## src/logic/smps_pkg.sv

```systemverilog
`default_nettype none
package smps_pkg;
    // register bus geometry
    localparam int ADDR_W = 4;
    localparam int DATA_W = 8;
    // register offsets
    localparam logic [3:0] REG_POWER_MODE_CTRL = 4'h0;
    localparam logic [3:0] REG_DEBUG_STATUS_CTRL = 4'h1;
    localparam logic [3:0] REG_STATUS = 4'h2;
    localparam logic [3:0] REG_ACK = 4'h3;
    // power_mode_control_reg fields
    localparam int CTL_STOP_INSTR_ENABLE = 0;
    localparam int CTL_PARTIAL_POWERDOWN_SELECT = 1;
    localparam int CTL_LOWVOLT_DETECT_ENABLE = 2;
    localparam int CTL_LOWVOLT_STOP_ENABLE = 3;
    localparam int CTL_OSC_KEEP_RUNNING = 4;
    localparam int CTL_ADC_ASYNC_CLOCK = 5;
    localparam logic [5:0] CTL_RESET = 6'h00;
    localparam int CTL_W = 6;
    // debug_status_control_reg fields
    localparam int DBG_ENTRY_ENABLE_BIT = 7;
    localparam int DBG_ACTIVE_BIT = 6;
    // status fields
    localparam int STAT_MODE_LSB = 0;
    localparam int STAT_FLAG_BIT = 3;
    localparam int STAT_LATCH_BIT = 4;
    // acknowledge field
    localparam int ACK_RELEASE_BIT = 0;
    // stop mode codes as reported
    localparam logic [1:0] MODE_RUN = 2'h0;
    localparam logic [1:0] MODE_STOP3 = 2'h1;
    localparam logic [1:0] MODE_STOP2 = 2'h2;
    localparam logic [1:0] MODE_BACKGROUND = 2'h3;
    // debug command codes
    localparam logic [2:0] CMD_MEM = 3'h0;
    localparam logic [2:0] CMD_MEM_STATUS = 3'h1;
    localparam logic [2:0] CMD_BACKGROUND = 3'h2;
    localparam logic [2:0] CMD_CPU_REG = 3'h3;
    localparam logic [2:0] CMD_TRACE = 3'h4;
    localparam logic [2:0] CMD_GO = 3'h5;
    // sequencer states
    typedef enum logic [1:0] {
        SMPS_RUN,
        SMPS_STOP3,
        SMPS_STOP2,
        SMPS_BACKGROUND
    } smps_state_t;
endpackage
`default_nettype wire

```

## src/logic/smps_top.sv

```systemverilog
// Functional notes
// - from run, background command enters debug mode only with debug entry enabled
// - debug enabled at STOP keeps debug logic clocks running in stop
// - debug enabled at STOP keeps regulator at full regulation
// - stop2 request with debug entry enabled becomes stop3
// - in stop, memory-with-status commands do no access and report stop error
// - background command in stop wakes to debug mode; then all commands accepted
// - debug-enabled stop3: clock generator and regulator active, core in standby
// - low-voltage detect plus stop enable keep regulator active in stop
// - stop2 request with low-voltage detection in stop becomes stop3
// - low-voltage stop3: clock generator off, regulator on, pins held
// - any stop gates peripheral clocks, even with debug clocks alive
// - pins unchanged entering stop3; latched before entering stop2
// - stop3 keeps all registers and memory contents
// - stop2 wake resets registers, keeps memory, pins latched until acknowledge
// - stop3 clock generator standby unless debug enabled; oscillator runs only with keep-running bit or debug enabled
// - stop2 stops clock generator and oscillator; generator reset on wake
// - ADC standby in stop2, and in stop3 unless async clock; ADC reset after stop2
// - keypad wake works in stop3; keypad disabled in stop2
// - timers and serial units halt in stop, reset after stop2
// - regulator standby in stop unless low-voltage stop or debug enabled
// - STOP enters stop2 with select bit 1, stop3 with 0
// - STOP with stop disabled forces illegal opcode reset, no stop
// - stop2 wake sets power-down flag until acknowledge written with 1
`timescale 1ns/1ps
`default_nettype none
module smps_top (
    input wire logic clk_sys_in,
    input wire logic rst_in,
    input wire logic [smps_pkg::ADDR_W-1:0] addr_in,
    input wire logic [smps_pkg::DATA_W-1:0] wdata_in,
    input wire logic wr_in,
    input wire logic rd_in,
    output logic [smps_pkg::DATA_W-1:0] rdata_out,
    input wire logic stop_instr_in,
    input wire logic wake_irq_in,
    input wire logic keypad_wake_in,
    input wire logic stop2_wake_in,
    input wire logic dbg_cmd_valid_in,
    input wire logic [2:0] dbg_cmd_in,
    output logic dbg_ack_out,
    output logic dbg_err_out,
    output logic dbg_rej_out,
    output logic dbg_mem_go_out,
    output logic illegal_reset_out,
    output logic sys_reset_out,
    output logic [1:0] stop_mode_out,
    output logic cpu_clk_en_out,
    output logic periph_clk_en_out,
    output logic debug_clk_en_out,
    output logic regulator_full_out,
    output logic clkgen_active_out,
    output logic osc_run_out,
    output logic adc_standby_out,
    output logic keypad_enable_out,
    output logic pin_latch_out
);
    smps_pkg::smps_state_t state;
    smps_pkg::smps_state_t next_state;
    logic [smps_pkg::CTL_W-1:0] ctrl;
    logic dbg_en;
    logic flag;
    logic pin_latch;
    logic dbg_in_stop;
    logic lowvolt_in_stop;
    logic stop_en;
    logic lowvolt_for_stop;
    logic stop_go;
    logic stop2_exit;
    logic ack_wr;
    logic in_stop;
    logic bg_cmd;
    logic go_cmd;

    // decoded controls
    assign stop_en = ctrl[smps_pkg::CTL_STOP_INSTR_ENABLE];
    assign lowvolt_for_stop = ctrl[smps_pkg::CTL_LOWVOLT_DETECT_ENABLE] & ctrl[smps_pkg::CTL_LOWVOLT_STOP_ENABLE];
    assign stop_go = (state == smps_pkg::SMPS_RUN) && stop_instr_in && stop_en;
    assign stop2_exit = (state == smps_pkg::SMPS_STOP2) && stop2_wake_in;
    assign ack_wr = wr_in && (addr_in == smps_pkg::REG_ACK) && wdata_in[smps_pkg::ACK_RELEASE_BIT];
    assign in_stop = (state == smps_pkg::SMPS_STOP3) || (state == smps_pkg::SMPS_STOP2);
    assign bg_cmd = dbg_cmd_valid_in && (dbg_cmd_in == smps_pkg::CMD_BACKGROUND);
    assign go_cmd = dbg_cmd_valid_in && (dbg_cmd_in == smps_pkg::CMD_GO);

    // mode decision and wake paths
    always_comb begin
        next_state = state;
        unique case (state)
            smps_pkg::SMPS_RUN: begin
                if (stop_go) begin
                    if (ctrl[smps_pkg::CTL_PARTIAL_POWERDOWN_SELECT] && !dbg_en
                        && !lowvolt_for_stop) begin
                        next_state = smps_pkg::SMPS_STOP2;
                    end else begin
                        next_state = smps_pkg::SMPS_STOP3;
                    end
                end else if (bg_cmd && dbg_en) begin
                    next_state = smps_pkg::SMPS_BACKGROUND;
                end
            end
            smps_pkg::SMPS_STOP3: begin
                if (bg_cmd && dbg_in_stop) begin
                    next_state = smps_pkg::SMPS_BACKGROUND;
                end else if (wake_irq_in || keypad_wake_in) begin
                    next_state = smps_pkg::SMPS_RUN;
                end
            end
            smps_pkg::SMPS_STOP2: begin
                if (stop2_wake_in) begin
                    next_state = smps_pkg::SMPS_RUN;
                end
            end
            smps_pkg::SMPS_BACKGROUND: begin
                if (go_cmd) begin
                    next_state = smps_pkg::SMPS_RUN;
                end
            end
        endcase
    end

    // state register
    always_ff @(posedge clk_sys_in) begin
        if (rst_in) begin
            state <= smps_pkg::SMPS_RUN;
        end else begin
            state <= next_state;
        end
    end

    // stop-entry snapshot of debug and low-voltage settings
    always_ff @(posedge clk_sys_in) begin
        if (rst_in) begin
            dbg_in_stop <= 1'b0;
            lowvolt_in_stop <= 1'b0;
        end else if (stop_go) begin
            dbg_in_stop <= dbg_en;
            lowvolt_in_stop <= lowvolt_for_stop;
        end
    end

    // control registers; held through stop3, cleared on stop2 wake
    always_ff @(posedge clk_sys_in) begin
        if (rst_in || stop2_exit) begin
            ctrl <= smps_pkg::CTL_RESET;
            dbg_en <= 1'b0;
        end else if (wr_in && addr_in == smps_pkg::REG_POWER_MODE_CTRL) begin
            ctrl <= wdata_in[smps_pkg::CTL_W-1:0];
        end else if (wr_in && addr_in == smps_pkg::REG_DEBUG_STATUS_CTRL) begin
            dbg_en <= wdata_in[smps_pkg::DBG_ENTRY_ENABLE_BIT];
        end
    end

    // power-down flag: wake sets it, acknowledge clears; set wins
    always_ff @(posedge clk_sys_in) begin
        if (rst_in) begin
            flag <= 1'b0;
        end else if (stop2_exit) begin
            flag <= 1'b1;
        end else if (ack_wr) begin
            flag <= 1'b0;
        end
    end

    // pin latches close before stop2 and open on acknowledge
    always_ff @(posedge clk_sys_in) begin
        if (rst_in) begin
            pin_latch <= 1'b0;
        end else if (next_state == smps_pkg::SMPS_STOP2 && state != smps_pkg::SMPS_STOP2) begin
            pin_latch <= 1'b1;
        end else if (ack_wr && !stop2_exit && state != smps_pkg::SMPS_STOP2) begin
            pin_latch <= 1'b0;
        end
    end

    // reset pulses: illegal stop and stop2 wake
    always_ff @(posedge clk_sys_in) begin
        if (rst_in) begin
            illegal_reset_out <= 1'b0;
            sys_reset_out <= 1'b0;
        end else begin
            illegal_reset_out <= (state == smps_pkg::SMPS_RUN) && stop_instr_in && !stop_en;
            sys_reset_out <= stop2_exit;
        end
    end

    // debug command answers, one cycle after the command
    always_ff @(posedge clk_sys_in) begin
        if (rst_in) begin
            dbg_ack_out <= 1'b0;
            dbg_err_out <= 1'b0;
            dbg_rej_out <= 1'b0;
            dbg_mem_go_out <= 1'b0;
        end else begin
            dbg_ack_out <= 1'b0;
            dbg_err_out <= 1'b0;
            dbg_rej_out <= 1'b0;
            dbg_mem_go_out <= 1'b0;
            if (dbg_cmd_valid_in) begin
                unique case (state)
                    smps_pkg::SMPS_RUN: begin
                        if (dbg_cmd_in == smps_pkg::CMD_MEM || dbg_cmd_in == smps_pkg::CMD_MEM_STATUS) begin
                            dbg_ack_out <= 1'b1;
                            dbg_mem_go_out <= 1'b1;
                        end else if (dbg_cmd_in == smps_pkg::CMD_BACKGROUND && dbg_en) begin
                            dbg_ack_out <= 1'b1;
                        end else begin
                            dbg_rej_out <= 1'b1;
                        end
                    end
                    smps_pkg::SMPS_STOP3: begin
                        if (dbg_in_stop && dbg_cmd_in == smps_pkg::CMD_MEM_STATUS) begin
                            dbg_ack_out <= 1'b1;
                            dbg_err_out <= 1'b1;
                        end else if (dbg_in_stop && dbg_cmd_in == smps_pkg::CMD_BACKGROUND) begin
                            dbg_ack_out <= 1'b1;
                        end else begin
                            dbg_rej_out <= 1'b1;
                        end
                    end
                    smps_pkg::SMPS_STOP2: begin
                        dbg_rej_out <= 1'b1;
                    end
                    smps_pkg::SMPS_BACKGROUND: begin
                        dbg_ack_out <= 1'b1;
                        dbg_mem_go_out <= (dbg_cmd_in == smps_pkg::CMD_MEM)
                            || (dbg_cmd_in == smps_pkg::CMD_MEM_STATUS);
                    end
                endcase
            end
        end
    end

    // register read port, data one cycle after the strobe
    always_ff @(posedge clk_sys_in) begin
        if (rst_in) begin
            rdata_out <= 8'h00;
        end else if (rd_in) begin
            unique case (addr_in)
                smps_pkg::REG_POWER_MODE_CTRL: rdata_out <= {2'h0, ctrl};
                smps_pkg::REG_DEBUG_STATUS_CTRL: rdata_out <= {dbg_en, state == smps_pkg::SMPS_BACKGROUND, 6'h00};
                smps_pkg::REG_STATUS: rdata_out <= {3'h0, pin_latch, flag, 1'b0, stop_mode_out};
                default: rdata_out <= 8'h00;
            endcase
        end else begin
            rdata_out <= 8'h00;
        end
    end

    // mode report
    always_comb begin
        unique case (state)
            smps_pkg::SMPS_RUN: stop_mode_out = smps_pkg::MODE_RUN;
            smps_pkg::SMPS_STOP3: stop_mode_out = smps_pkg::MODE_STOP3;
            smps_pkg::SMPS_STOP2: stop_mode_out = smps_pkg::MODE_STOP2;
            smps_pkg::SMPS_BACKGROUND: stop_mode_out = smps_pkg::MODE_BACKGROUND;
        endcase
    end

    // power and clock controls decoded from the state flops
    assign cpu_clk_en_out = (state == smps_pkg::SMPS_RUN) || (state == smps_pkg::SMPS_BACKGROUND);
    assign periph_clk_en_out = !in_stop;
    assign debug_clk_en_out = !in_stop || (state == smps_pkg::SMPS_STOP3 && dbg_in_stop);
    assign regulator_full_out = !in_stop || dbg_in_stop || lowvolt_in_stop;
    assign clkgen_active_out = !in_stop || (state == smps_pkg::SMPS_STOP3 && dbg_in_stop);
    assign osc_run_out = clkgen_active_out
        || (state == smps_pkg::SMPS_STOP3 && ctrl[smps_pkg::CTL_OSC_KEEP_RUNNING]);
    assign adc_standby_out = (state == smps_pkg::SMPS_STOP2)
        || (state == smps_pkg::SMPS_STOP3 && !ctrl[smps_pkg::CTL_ADC_ASYNC_CLOCK]);
    assign keypad_enable_out = state != smps_pkg::SMPS_STOP2;
    assign pin_latch_out = pin_latch;

    // stop decision checks
    stop2_entry_a: assert property (@(posedge clk_sys_in) disable iff (rst_in)
        stop_go && ctrl[smps_pkg::CTL_PARTIAL_POWERDOWN_SELECT] && !dbg_en && !lowvolt_for_stop
        |=> state == smps_pkg::SMPS_STOP2 && pin_latch_out)
        else $error("stop2 not entered");
    stop3_select_a: assert property (@(posedge clk_sys_in) disable iff (rst_in)
        stop_go && !ctrl[smps_pkg::CTL_PARTIAL_POWERDOWN_SELECT] |=> state == smps_pkg::SMPS_STOP3)
        else $error("stop3 not entered");
    pins_hold_a: assert property (@(posedge clk_sys_in) disable iff (rst_in)
        stop_go && !ctrl[smps_pkg::CTL_PARTIAL_POWERDOWN_SELECT] && !ack_wr |=> $stable(pin_latch_out))
        else $error("pin latch changed entering stop3");
    debug_demote_a: assert property (@(posedge clk_sys_in) disable iff (rst_in)
        stop_go && dbg_en |=> state == smps_pkg::SMPS_STOP3 && debug_clk_en_out && clkgen_active_out)
        else $error("debug stop not demoted to stop3");
    lowvolt_demote_a: assert property (@(posedge clk_sys_in) disable iff (rst_in)
        stop_go && lowvolt_for_stop |=> state == smps_pkg::SMPS_STOP3 && regulator_full_out)
        else $error("low-voltage stop not demoted to stop3");
    illegal_stop_a: assert property (@(posedge clk_sys_in) disable iff (rst_in)
        state == smps_pkg::SMPS_RUN && stop_instr_in && !stop_en |=> illegal_reset_out && !in_stop)
        else $error("illegal stop not reset");
    stop_sample_a: assert property (@(posedge clk_sys_in) disable iff (rst_in)
        stop_go
        |=> dbg_in_stop == $past(dbg_en) && lowvolt_in_stop == $past(lowvolt_for_stop))
        else $error("stop settings not sampled at entry");

    // power and clock checks
    periph_gate_a: assert property (@(posedge clk_sys_in) disable iff (rst_in)
        stop_go |=> !periph_clk_en_out && !cpu_clk_en_out)
        else $error("peripheral clock running in stop");
    debug_clock_a: assert property (@(posedge clk_sys_in) disable iff (rst_in)
        stop_go && dbg_en |=> debug_clk_en_out)
        else $error("debug clock stopped in stop");
    regulator_keep_a: assert property (@(posedge clk_sys_in) disable iff (rst_in)
        stop_go && dbg_en |=> regulator_full_out)
        else $error("regulator in standby with debug enabled");
    clkgen_off_a: assert property (@(posedge clk_sys_in) disable iff (rst_in)
        stop_go && lowvolt_for_stop && !dbg_en |=> !clkgen_active_out && regulator_full_out)
        else $error("clock generator running in low-voltage stop");
    regulator_stby_a: assert property (@(posedge clk_sys_in) disable iff (rst_in)
        in_stop && !$past(dbg_en) && !$past(lowvolt_for_stop) && $past(stop_go) |-> !regulator_full_out)
        else $error("regulator not in standby");
    osc_stop2_a: assert property (@(posedge clk_sys_in) disable iff (rst_in)
        state == smps_pkg::SMPS_STOP2 |-> !osc_run_out && !clkgen_active_out)
        else $error("oscillator running in stop2");
    adc_stop2_a: assert property (@(posedge clk_sys_in) disable iff (rst_in)
        state == smps_pkg::SMPS_STOP2 |-> adc_standby_out && !keypad_enable_out)
        else $error("adc or keypad active in stop2");

    // wake and debug checks
    status_error_a: assert property (@(posedge clk_sys_in) disable iff (rst_in)
        state == smps_pkg::SMPS_STOP3 && dbg_in_stop && dbg_cmd_valid_in && dbg_cmd_in == smps_pkg::CMD_MEM_STATUS
        |=> dbg_err_out && !dbg_mem_go_out)
        else $error("status command not refused in stop");
    bg_wake_a: assert property (@(posedge clk_sys_in) disable iff (rst_in)
        state == smps_pkg::SMPS_STOP3 && dbg_in_stop && bg_cmd
        |=> state == smps_pkg::SMPS_BACKGROUND && dbg_ack_out)
        else $error("background command did not wake");
    debug_entry_a: assert property (@(posedge clk_sys_in) disable iff (rst_in)
        state == smps_pkg::SMPS_RUN && bg_cmd && !dbg_en && !stop_instr_in |=> state == smps_pkg::SMPS_RUN)
        else $error("debug mode entered while disabled");
    keypad_wake_a: assert property (@(posedge clk_sys_in) disable iff (rst_in)
        state == smps_pkg::SMPS_STOP3 && keypad_wake_in && !bg_cmd |=> state == smps_pkg::SMPS_RUN)
        else $error("keypad did not wake stop3");
    wake_reset_a: assert property (@(posedge clk_sys_in) disable iff (rst_in)
        stop2_exit |=> sys_reset_out && ctrl == smps_pkg::CTL_RESET && !dbg_en && pin_latch_out)
        else $error("stop2 wake did not reset");
    flag_hold_a: assert property (@(posedge clk_sys_in) disable iff (rst_in)
        stop2_exit ##1 (!ack_wr)[*2] |=> flag && pin_latch_out)
        else $error("power-down flag lost before acknowledge");
    ack_release_a: assert property (@(posedge clk_sys_in) disable iff (rst_in)
        state == smps_pkg::SMPS_RUN && ack_wr && !stop_go |=> !flag && !pin_latch_out)
        else $error("acknowledge did not release");
endmodule
`default_nettype wire
```

## config.mk

```make
export PLATFORM = sky130hd
export DESIGN_NAME = smps_top
export DESIGN_NICKNAME = d
export VERILOG_FILES = /design/src/logic/smps_pkg.sv /design/src/logic/smps_top.sv
export SDC_FILE = /design/constraint.sdc
export NUM_CORES = 1
export LEC_CHECK = 0
export BUFFER_PORTS_ARGS = -buffer_cell sky130_fd_sc_hd__buf_2
export CAP_MARGIN = 20
export CORE_MARGIN = 2
export CORE_UTILIZATION = 47
export DETAILED_ROUTE_END_ITERATION = 16
export GPL_TIMING_DRIVEN = 0
export PLACE_DENSITY_LB_ADDON = 0.1
export SYNTH_ARGS = -nofsm -noshare
export SYNTH_HDL_FRONTEND = slang
export SYNTH_SLANG_ARGS = --single-unit
```

## constraint.sdc

```tcl
create_clock -name clk_sys_in -period 2.3 [get_ports clk_sys_in]
set_input_delay 0.115 -clock clk_sys_in [delete_from_list [all_inputs] [get_ports clk_sys_in]]
set_output_delay 0.115 -clock clk_sys_in [all_outputs]
set_load 0.005 [all_outputs]
```

# After elaboration in Yosys (flattened, before gate mapping)
# Index checks and enable logic that the tools add are counted.
dict set report totals {
  out_inout_bits 25
  word_cells 105
  reg_bits 27
  input_bits 24
}
dict set report op_classes {
  bitwise 5
  eq_ne 11
  muxes 27
  reduce_logical 48
}
# cell count
set op_table {}
lappend op_table {{one-hot mux 8 bit (3 select lines)} 1}
lappend op_table {{logical AND 1 bit} 23}
lappend op_table {{one-hot mux 2 bit (4 select lines)} 2}
lappend op_table {{two-way mux 1 bit} 14}
lappend op_table {{two-way mux 2 bit} 7}
lappend op_table {{logical OR 1 bit} 10}
lappend op_table {{== test 4 x 2 -> 1 bit, second input constant} 2}
lappend op_table {{== test 2 bit, second input constant} 3}
lappend op_table {{zero test 1 bit} 6}
lappend op_table {{one-hot mux 1 bit (3 select lines)} 2}
lappend op_table {{== test 4 x 1 -> 1 bit, second input constant} 1}
lappend op_table {{zero test 4 bit} 1}
lappend op_table {{NOT 1 bit} 4}
lappend op_table {{nonzero test 2 bit} 2}
lappend op_table {{OR reduction 2 bit} 2}
lappend op_table {{== test 3 x 1 -> 1 bit, second input constant} 1}
lappend op_table {{== test 3 x 2 -> 1 bit, second input constant} 1}
lappend op_table {{== test 3 bit, second input constant} 1}
lappend op_table {{zero test 3 bit} 1}
lappend op_table {{OR reduction 3 bit} 1}
lappend op_table {{== test 2 x 1 -> 1 bit, second input constant} 1}
lappend op_table {{zero test 2 bit} 1}
lappend op_table {{!= test 2 bit, second input constant} 1}
lappend op_table {{one-hot mux 1 bit (2 select lines)} 1}
lappend op_table {{other kinds (2)} 2}

# Longest topological paths before layout
# Gate-level depths: netlist of the first run.
dict set report depth {
  depth_word 9
  mapped_depth 8
  ltp_nobuf 7
}

# Least setup slack after synthesis of the first run
# OpenSTA, ideal clock, no wires.
dict set report synth_path {
  path_type {reg2reg}
  start {reg state[0]}
  end {reg state[0]}
  path_stages_with_launch 8
  arrival_ns 1.642
  setup_ns 0.115
  path_slack_ns 0.543
  required_ns 2.185
  synth_period_minus_slack_ns 1.757
  path_buffers 0
  cell_sequence {dfxtp_1 inv_1 ha_1 and2b_2 a221o_1 a211oi_2 a21oi_1 and2_1}
}
dict set report synth_via {
  elab_chain_len 5
  word_cells_on_any_way 13
  cone_classes {eq/ne (3); mux (7); reduce/logical (3)}
}
# item line
set synth_rtl {}
lappend synth_rtl {{start, declared} smps_top.sv:58} ;# smps_pkg::smps_state_t state;
lappend synth_rtl {{start signal, assigned} smps_top.sv:124} ;# state <= smps_pkg::SMPS_RUN;
lappend synth_rtl {{start signal, assigned} smps_top.sv:126} ;# state <= next_state;
lappend synth_rtl {{zero test 2 bit} {smps_top.sv:78, smps_top.sv:88}}
lappend synth_rtl {{logical AND 1 bit (2 in series)} smps_top.sv:78} ;# assign stop_go = (state == smps_pkg::SMPS_RUN) && stop_instr_in && stop_en;
lappend synth_rtl {{two-way mux 2 bit} smps_top.sv:90} ;# if (stop_go) begin
lappend synth_rtl {{one-hot mux 2 bit (4 select lines) (*)} smps_top.sv:88} ;# unique case (state)
# Every way passes the cells marked *; elsewhere a longest branch is shown, timed or not.
# A chain may end at the register's enable or synchronous reset.

# Final worst setup path of the first run
# Same ends and word-level chain as after synthesis.

==> results.py, run 1 <==
metrics = {
    "run_status": {
        "status": "finished, final reports clean",
    },
    "critical_path": {
        "crit_path_top_delay_cell": "dfxtp_1",
        "critPathRequiredTime_ns": 2.55,
        "worstSetupEndpointType": "flip-flop",
        "crit_type": "reg2reg",
        "max_stage_delay_ns": 0.45,
        "cp_max_fo": 7,
        "cp-start-kind": "flip-flop",
        "path_cells": "inv_1 -> ha_1 -> and2b_2 -> a221o_1 -> a211oi_2 -> a21oi_1 -> and2_1",
        "arrival_ns": 2.19,
    },
    "clock_tree": {
        "ctsHoldBuffers": 9,
        "cts_resized": 0,
        "cts_root_buf": "clkbuf_4",
        "clock_latency_ns": 0.34,
        "clkTransAtPathRegs_ns": 0.17,
        "numCtsBuffers": 3,
        "htree_levels": 1,
        "cts_max_path_buffers": 2,
        "cts_setup_buffers": 0,
        "cts_sinks": 27,
        "cts_tree": "yes",
    },
    "finish": {
        "largest-register": "rdata_out",
        "largest_reg_flops": 8,
        "top_regs": "rdata_out x8, ctrl x6, state x2",
        "diodes": 0,
        "area_growth_pct": 31.4,
        "drive_gt1_frac": 0.300,
        "post-route-util": 0.657,
        "finish.instance_area_um2": 1630,
        "fillers": 242,
        "nNetsFinal": 230,
    },
    "die": {
        "io-pin-count": 49,
        "coreArea_um2": 2480,
        "initial_utilization": 0.499,
        "rows": 18,
        "die_width_um": 55.3,
        "die_y_um": 55.3,
        "dieArea_um2": 3060,
    },
    "timing": {
        "worstMarginPinSlew_ns": 0.389,
        "worst_slack_ns": 0.357,
        "period_needed_ns": 1.94,
        "rsz0062_at_grt": "false",
        "final_hold_viol_count": 0,
        "drv_slew": 0,
        "fin_tns_setup_ns": 0,
        "fin_crit_sh": 0.845,
        "skew_ns": 0.0113,
        "setup_viol": 0,
        "relSlewSlack": 0.740,
        "max_freq_ghz": 0.515,
    },
    "route": {
        "viasPerCell": 5.26,
        "drc": 0,
        "wl_um": 2990,
        "drt-initial-drc-count": 25,
        "dr_total_vias": 1209,
        "post_drt_wl_per_cell_um": 13.0,
        "antenna_left": 0,
        "drtPass1Iterations": 4,
    },
    "grt": {
        "groute.usage.overall": 0.194,
        "grt_antenna_before_repair": 0,
        "grt-ovfl-total": 0,
        "grt_start_max_net_pins": 18,
        "grt_pass1_vias": 1096,
        "grt_pass1_wl_um": 4770,
    },
    "flow_run": {
        "drv_cap": 0,
    },
    "placed_design": {
        "place_hpwl_um": 2280,
        "placement.io_buffers": 46,
        "dpl_cell_area_um2": 1510,
        "routabilityCongestion": 0.881,
        "dpl_worst_slack_ns": 0.378,
    },
    "yosys": {
        "syn_area_per_cell_um2": 8.78,
        "ys_warn_count": 0,
        "synth_cell_types": 36,
        "synth_area_um2": 1240,
        "synth_seq_area_share": 0.437,
        "ys_ff_latch": 27,
        "synth.net_count": 170,
        "syn_inst": 141,
    },
    "pwr": {
        "powerDensity_nw_per_um2": 550,
        "ir_drop_mv": 0.407,
        "p_total_uw": 894,
        "p_leak_nw": 0.798,
    },
    "min_path": {
        "hold_path.class": "in2reg",
    },
}
-- area by class of cell --
class,instances,area [um2],share of cell area
multi-input cells,97,623,0.383
clock buffers,3,22.5,0.0138
plain buffers,4,25.0,0.0154
well taps,30,37.5,0.0231
repair buffers,55,320,0.197
inverters,13,48.8,0.0300
clock inverters,1,8.76,0.00538
flip-flops and latches,27,541,0.332
-- where the power goes --
group	leakage, nW	switching (mW)	internal (mW)
clock network	0.0183	0.158	0.0712
registers	0.218	0.00798	0.478
logic	0.561	0.0876	0.0911
total	0.798	0.254	0.640
-- cell families (layout without fill, tap and decap cells) --
group / count (synthesis) / in the layout / share of synthesized area
AOI/OAI and AO/OA: 20 / 20 / 0.112
xor gates and xnor gates: 1 / 1 / 0.00708
adders and majority gates: 5 / 5 / 0.0506
buffers and inverters: 17 / 76 / 0.0596
DFF: 27 / 27 / 0.437
muxes: 11 / 11 / 0.0890
and+or+nand+nor: 60 / 60 / 0.245
-- metrics by stage --
step | std cells | hold WS [ns]
floorplan | 141 | 0.184
global placement | 217 | 0.350
detailed placement | 217 | 0.360
CTS | 230 | 0.0185
global route | 230 | 0.0134
finish | 230 | 0.0216
-- routing by layer --
layer,global-route usage,part of all wire,vias up
met3,0.0351,0.056,5
li1,-,-,601
met4,0.0627,0.014,0
met2,0.327,0.47,37
met1,0.250,0.47,566
met5,0,0,-
-- cell usage after synthesis --
library cell / instances / share of area
o32a_1: 1 / 0.0081
o31ai_1: 1 / 0.0061
nand2b_1: 1 / 0.0051
o31ai_2: 1 / 0.010
inv_1: 13 / 0.039
and3_1: 2 / 0.010
and2_1: 1 / 0.0051
nand4_1: 1 / 0.0051
ha_1: 5 / 0.051
nor3_1: 8 / 0.032
or2_2: 2 / 0.010
o211ai_1: 1 / 0.0061
and2b_2: 1 / 0.0071
nor2_1: 19 / 0.058
nor3b_1: 1 / 0.0061
dfxtp_1: 27 / 0.44
or3_1: 1 / 0.0051
xor2_1: 1 / 0.0071
a221o_1: 1 / 0.0081
nand4b_1: 2 / 0.014
a31oi_1: 2 / 0.010
nor4b_1: 1 / 0.0071
a221oi_1: 1 / 0.0071
o21ai_0: 1 / 0.0040
nor4_1: 1 / 0.0051
nand2_1: 12 / 0.036
a21o_1: 1 / 0.0061
mux2i_1: 11 / 0.089
clkbuf_2: 1 / 0.0040
nand3b_1: 3 / 0.018
nor3_2: 1 / 0.0081
a21oi_1: 9 / 0.036
nand3_1: 3 / 0.012
buf_4: 2 / 0.012
buf_2: 1 / 0.0040
a211oi_2: 1 / 0.010
-- layout by cell type (no fill, tap or decap), drive strengths merged, types with 2 or more instances in the layout --
cell         count
buf             49
dfxtp           27
nor2            19
inv             14
nand2           12
mux2i           11
a21oi            9
dlygate4sd3      9
nor3             9
ha               5
clkbuf           4
nand3            3
nand3b           3
or2              2
a31oi            2
nand4b           2
and3             2
o31ai            2
-- final timing paths --
kind                 start  depth (start not counted)  slack, ns           endpoint
max               state[0]                          7       0.36           state[0]
max reg2reg       state[0]                          7       0.36           state[0]
min          stop_instr_in                          3       0.02  illegal_reset_out
min reg2reg           flag                          2       0.48               flag
-- critical path, delay by kind of cell (launching register included) --
kind,cells,cell delay [ns]
flops,1,0.45
buf+inv,1,0.11
simple gates,2,0.40
fa+ha+maj,1,0.31
compound gates,3,0.59
Note: power is estimated with default switching activity, not from simulation.
==> run 2: changes to the inputs <==
==> constraint.sdc (replaced) <==
create_clock -name clk_sys_in -period 2 [get_ports clk_sys_in]
set_input_delay 0.1 -clock clk_sys_in [delete_from_list [all_inputs] [get_ports clk_sys_in]]
set_output_delay 0.1 -clock clk_sys_in [all_outputs]
set_load 0.005 [all_outputs]
==> run 2 against run 1 <==
  * Clock skew barely moved
  * Critical path depth stayed put
  * Via count is 0.33% higher
  * Largest power group unchanged
  * Hold slack worse by 0.014 ns
  * Wire length is 0.47% higher
  * Die area unchanged
  * Clock-buffer cell count did not move
  * Non-clock buffer count increased by 1
  * Critical endpoint unchanged
  * Cell area grew 0.69%
  * Combinational power increased by 16%
==> results.py, run 2 (same netlist as run 1, synthesis figures left out) <==
metrics = {
    "finish": {
        "top_regs": "rdata_out x8, ctrl x6, state x2",
        "largest-register": "rdata_out",
        "drive_gt1_frac": 0.303,
        "mostFrequentLayoutCells": "buf_2, dfxtp_1, nor2_1, inv_1, nand2_1",
        "diodes": 0,
        "area_growth_pct": 32.4,
        "nNetsFinal": 231,
        "final_common_cell": "buf_2",
        "largest_reg_flops": 8,
        "finish.instance_area_um2": 1640,
    },
    "placed_design": {
        "routabilityCongestion": 0.881,
        "dpl_cell_area_um2": 1510,
        "place_hpwl_um": 2280,
        "placement.io_buffers": 46,
        "dpl_worst_slack_ns": 0.0777,
    },
    "timing": {
        "relSlewSlack": 0.740,
        "fin_tns_setup_ns": 0,
        "setup_viol": 0,
        "worstMarginPinSlew_ns": 0.389,
        "skew_ns": 0.0113,
        "rsz0062_at_grt": "false",
        "fin_crit_sh": 0.934,
        "worst_slack_ns": 0.132,
        "drv_slew": 0,
        "final_hold_viol_count": 0,
        "period_needed_ns": 1.87,
        "max_freq_ghz": 0.535,
    },
    "clock_tree": {
        "clkTransAtPathRegs_ns": 0.17,
        "cts_root_buf": "clkbuf_4",
        "htree_levels": 1,
        "cts_max_path_buffers": 2,
        "cts_sinks": 27,
        "cts_setup_buffers": 0,
        "numCtsBuffers": 3,
        "cts_tree": "yes",
        "clock_latency_ns": 0.34,
    },
    "critical_path": {
        "critPathRequiredTime_ns": 2.25,
        "crit_type": "reg2reg",
        "cp-start-kind": "flip-flop",
        "cp_max_fo": 7,
        "arrival_ns": 2.12,
        "worstSetupEndpointType": "flip-flop",
    },
    "route": {
        "dr_total_vias": 1213,
        "drc": 0,
        "wl_um": 3000,
        "drt-initial-drc-count": 24,
        "drtPass1Iterations": 4,
        "antenna_left": 0,
        "post_drt_wl_per_cell_um": 13.0,
        "viasPerCell": 5.25,
    },
    "die": {
        "dieArea_um2": 3060,
        "initial_utilization": 0.499,
        "io-pin-count": 49,
        "die_y_um": 55.3,
        "coreArea_um2": 2480,
        "rows": 18,
        "die_width_um": 55.3,
    },
    "grt": {
        "grt_antenna_before_repair": 0,
        "grt_start_max_net_pins": 18,
        "grt-ovfl-total": 0,
        "grt_pass1_wl_um": 4770,
        "grt_pass1_vias": 1096,
        "groute.usage.overall": 0.194,
    },
    "pwr": {
        "p_leak_nw": 0.803,
        "powerDensity_nw_per_um2": 629,
        "ir_drop_mv": 0.470,
        "p_total_mw": 1.03,
    },
    "flow_run": {
        "drv_cap": 0,
    },
    "min_path": {
        "hold_path.class": "in2reg",
    },
    "run_status": {
        "status": "finished, final reports clean",
    },
}
==> run 2: cell count changes in the layout (fill, tap and decap cells not counted), sizes merged <==
cell	delta
dlygate4sd3	+1
==> run 2: where the power goes <==
group          internal [mW]  leakage, nW  switching, mW
clock                 0.0818       0.0183          0.182
combinational          0.106        0.566          0.101
sequential             0.550        0.219        0.00917
total                  0.738        0.803          0.292
==> run 2: critical path, cell delays in order, from the launching register on <==
cell	delay, ns
dfxtp_2	0.41
inv_1	0.09
ha_1	0.31
and2b_2	0.23
a221o_1	0.29
a211oi_2	0.22
a21oi_1	0.08
and2_1	0.17
==> run 2: final cells by class <==
| type | instances | area (um2) |
|---|---|---|
| repair buffers | 56 | 330 |
| clock inverters | 1 | 8.76 |
| well taps | 30 | 37.5 |
| multi-input cells | 97 | 623 |
| inverters | 13 | 48.8 |
| plain buffers | 4 | 25.0 |
| flip-flops and latches | 27 | 542 |
| clock buffers | 3 | 22.5 |
| fillers | 240 | 840 |
==> run 2: metal layers <==
layer	global-route usage	share of wire	vias up
met5	0	0	-
met4	0.0627	0.014	0
met3	0.0351	0.054	5
met2	0.327	0.47	37
met1	0.250	0.46	568
li1	-	-	603
==> run 2: what timing repair did <==
item | CTS | global route
resized for setup | 0 | 1
setup endpoints to repair | 0 | 4
hold buffers | 9 | 1
hold endpoints to repair | 10 | 1
==> run 2: worst paths after layout <==
path                    start        to  slack, ns  cells past startpoint
setup reg to reg     state[0]  state[0]       0.13                      7
setup / recovery     state[0]  state[0]       0.13                      7
hold / removal    wdata_in[3]   ctrl[3]      0.007                      3
hold reg to reg          flag      flag       0.48                      2
==> run 2: metrics by stage <==
| step | util | std cells | hold WS, ns |
|---|---|---|---|
| 5_1_grt | 0.661 | 231 | 0.0152 |
| 4_1_cts | 0.657 | 230 | 0.00350 |
| 3_5_place_dp | 0.608 | 217 | 0.345 |
| 2_1_floorplan | - | 141 | 0.169 |
| 6_report | 0.661 | 231 | 0.00738 |
| 3_3_place_gp | 0.608 | 217 | 0.335 |
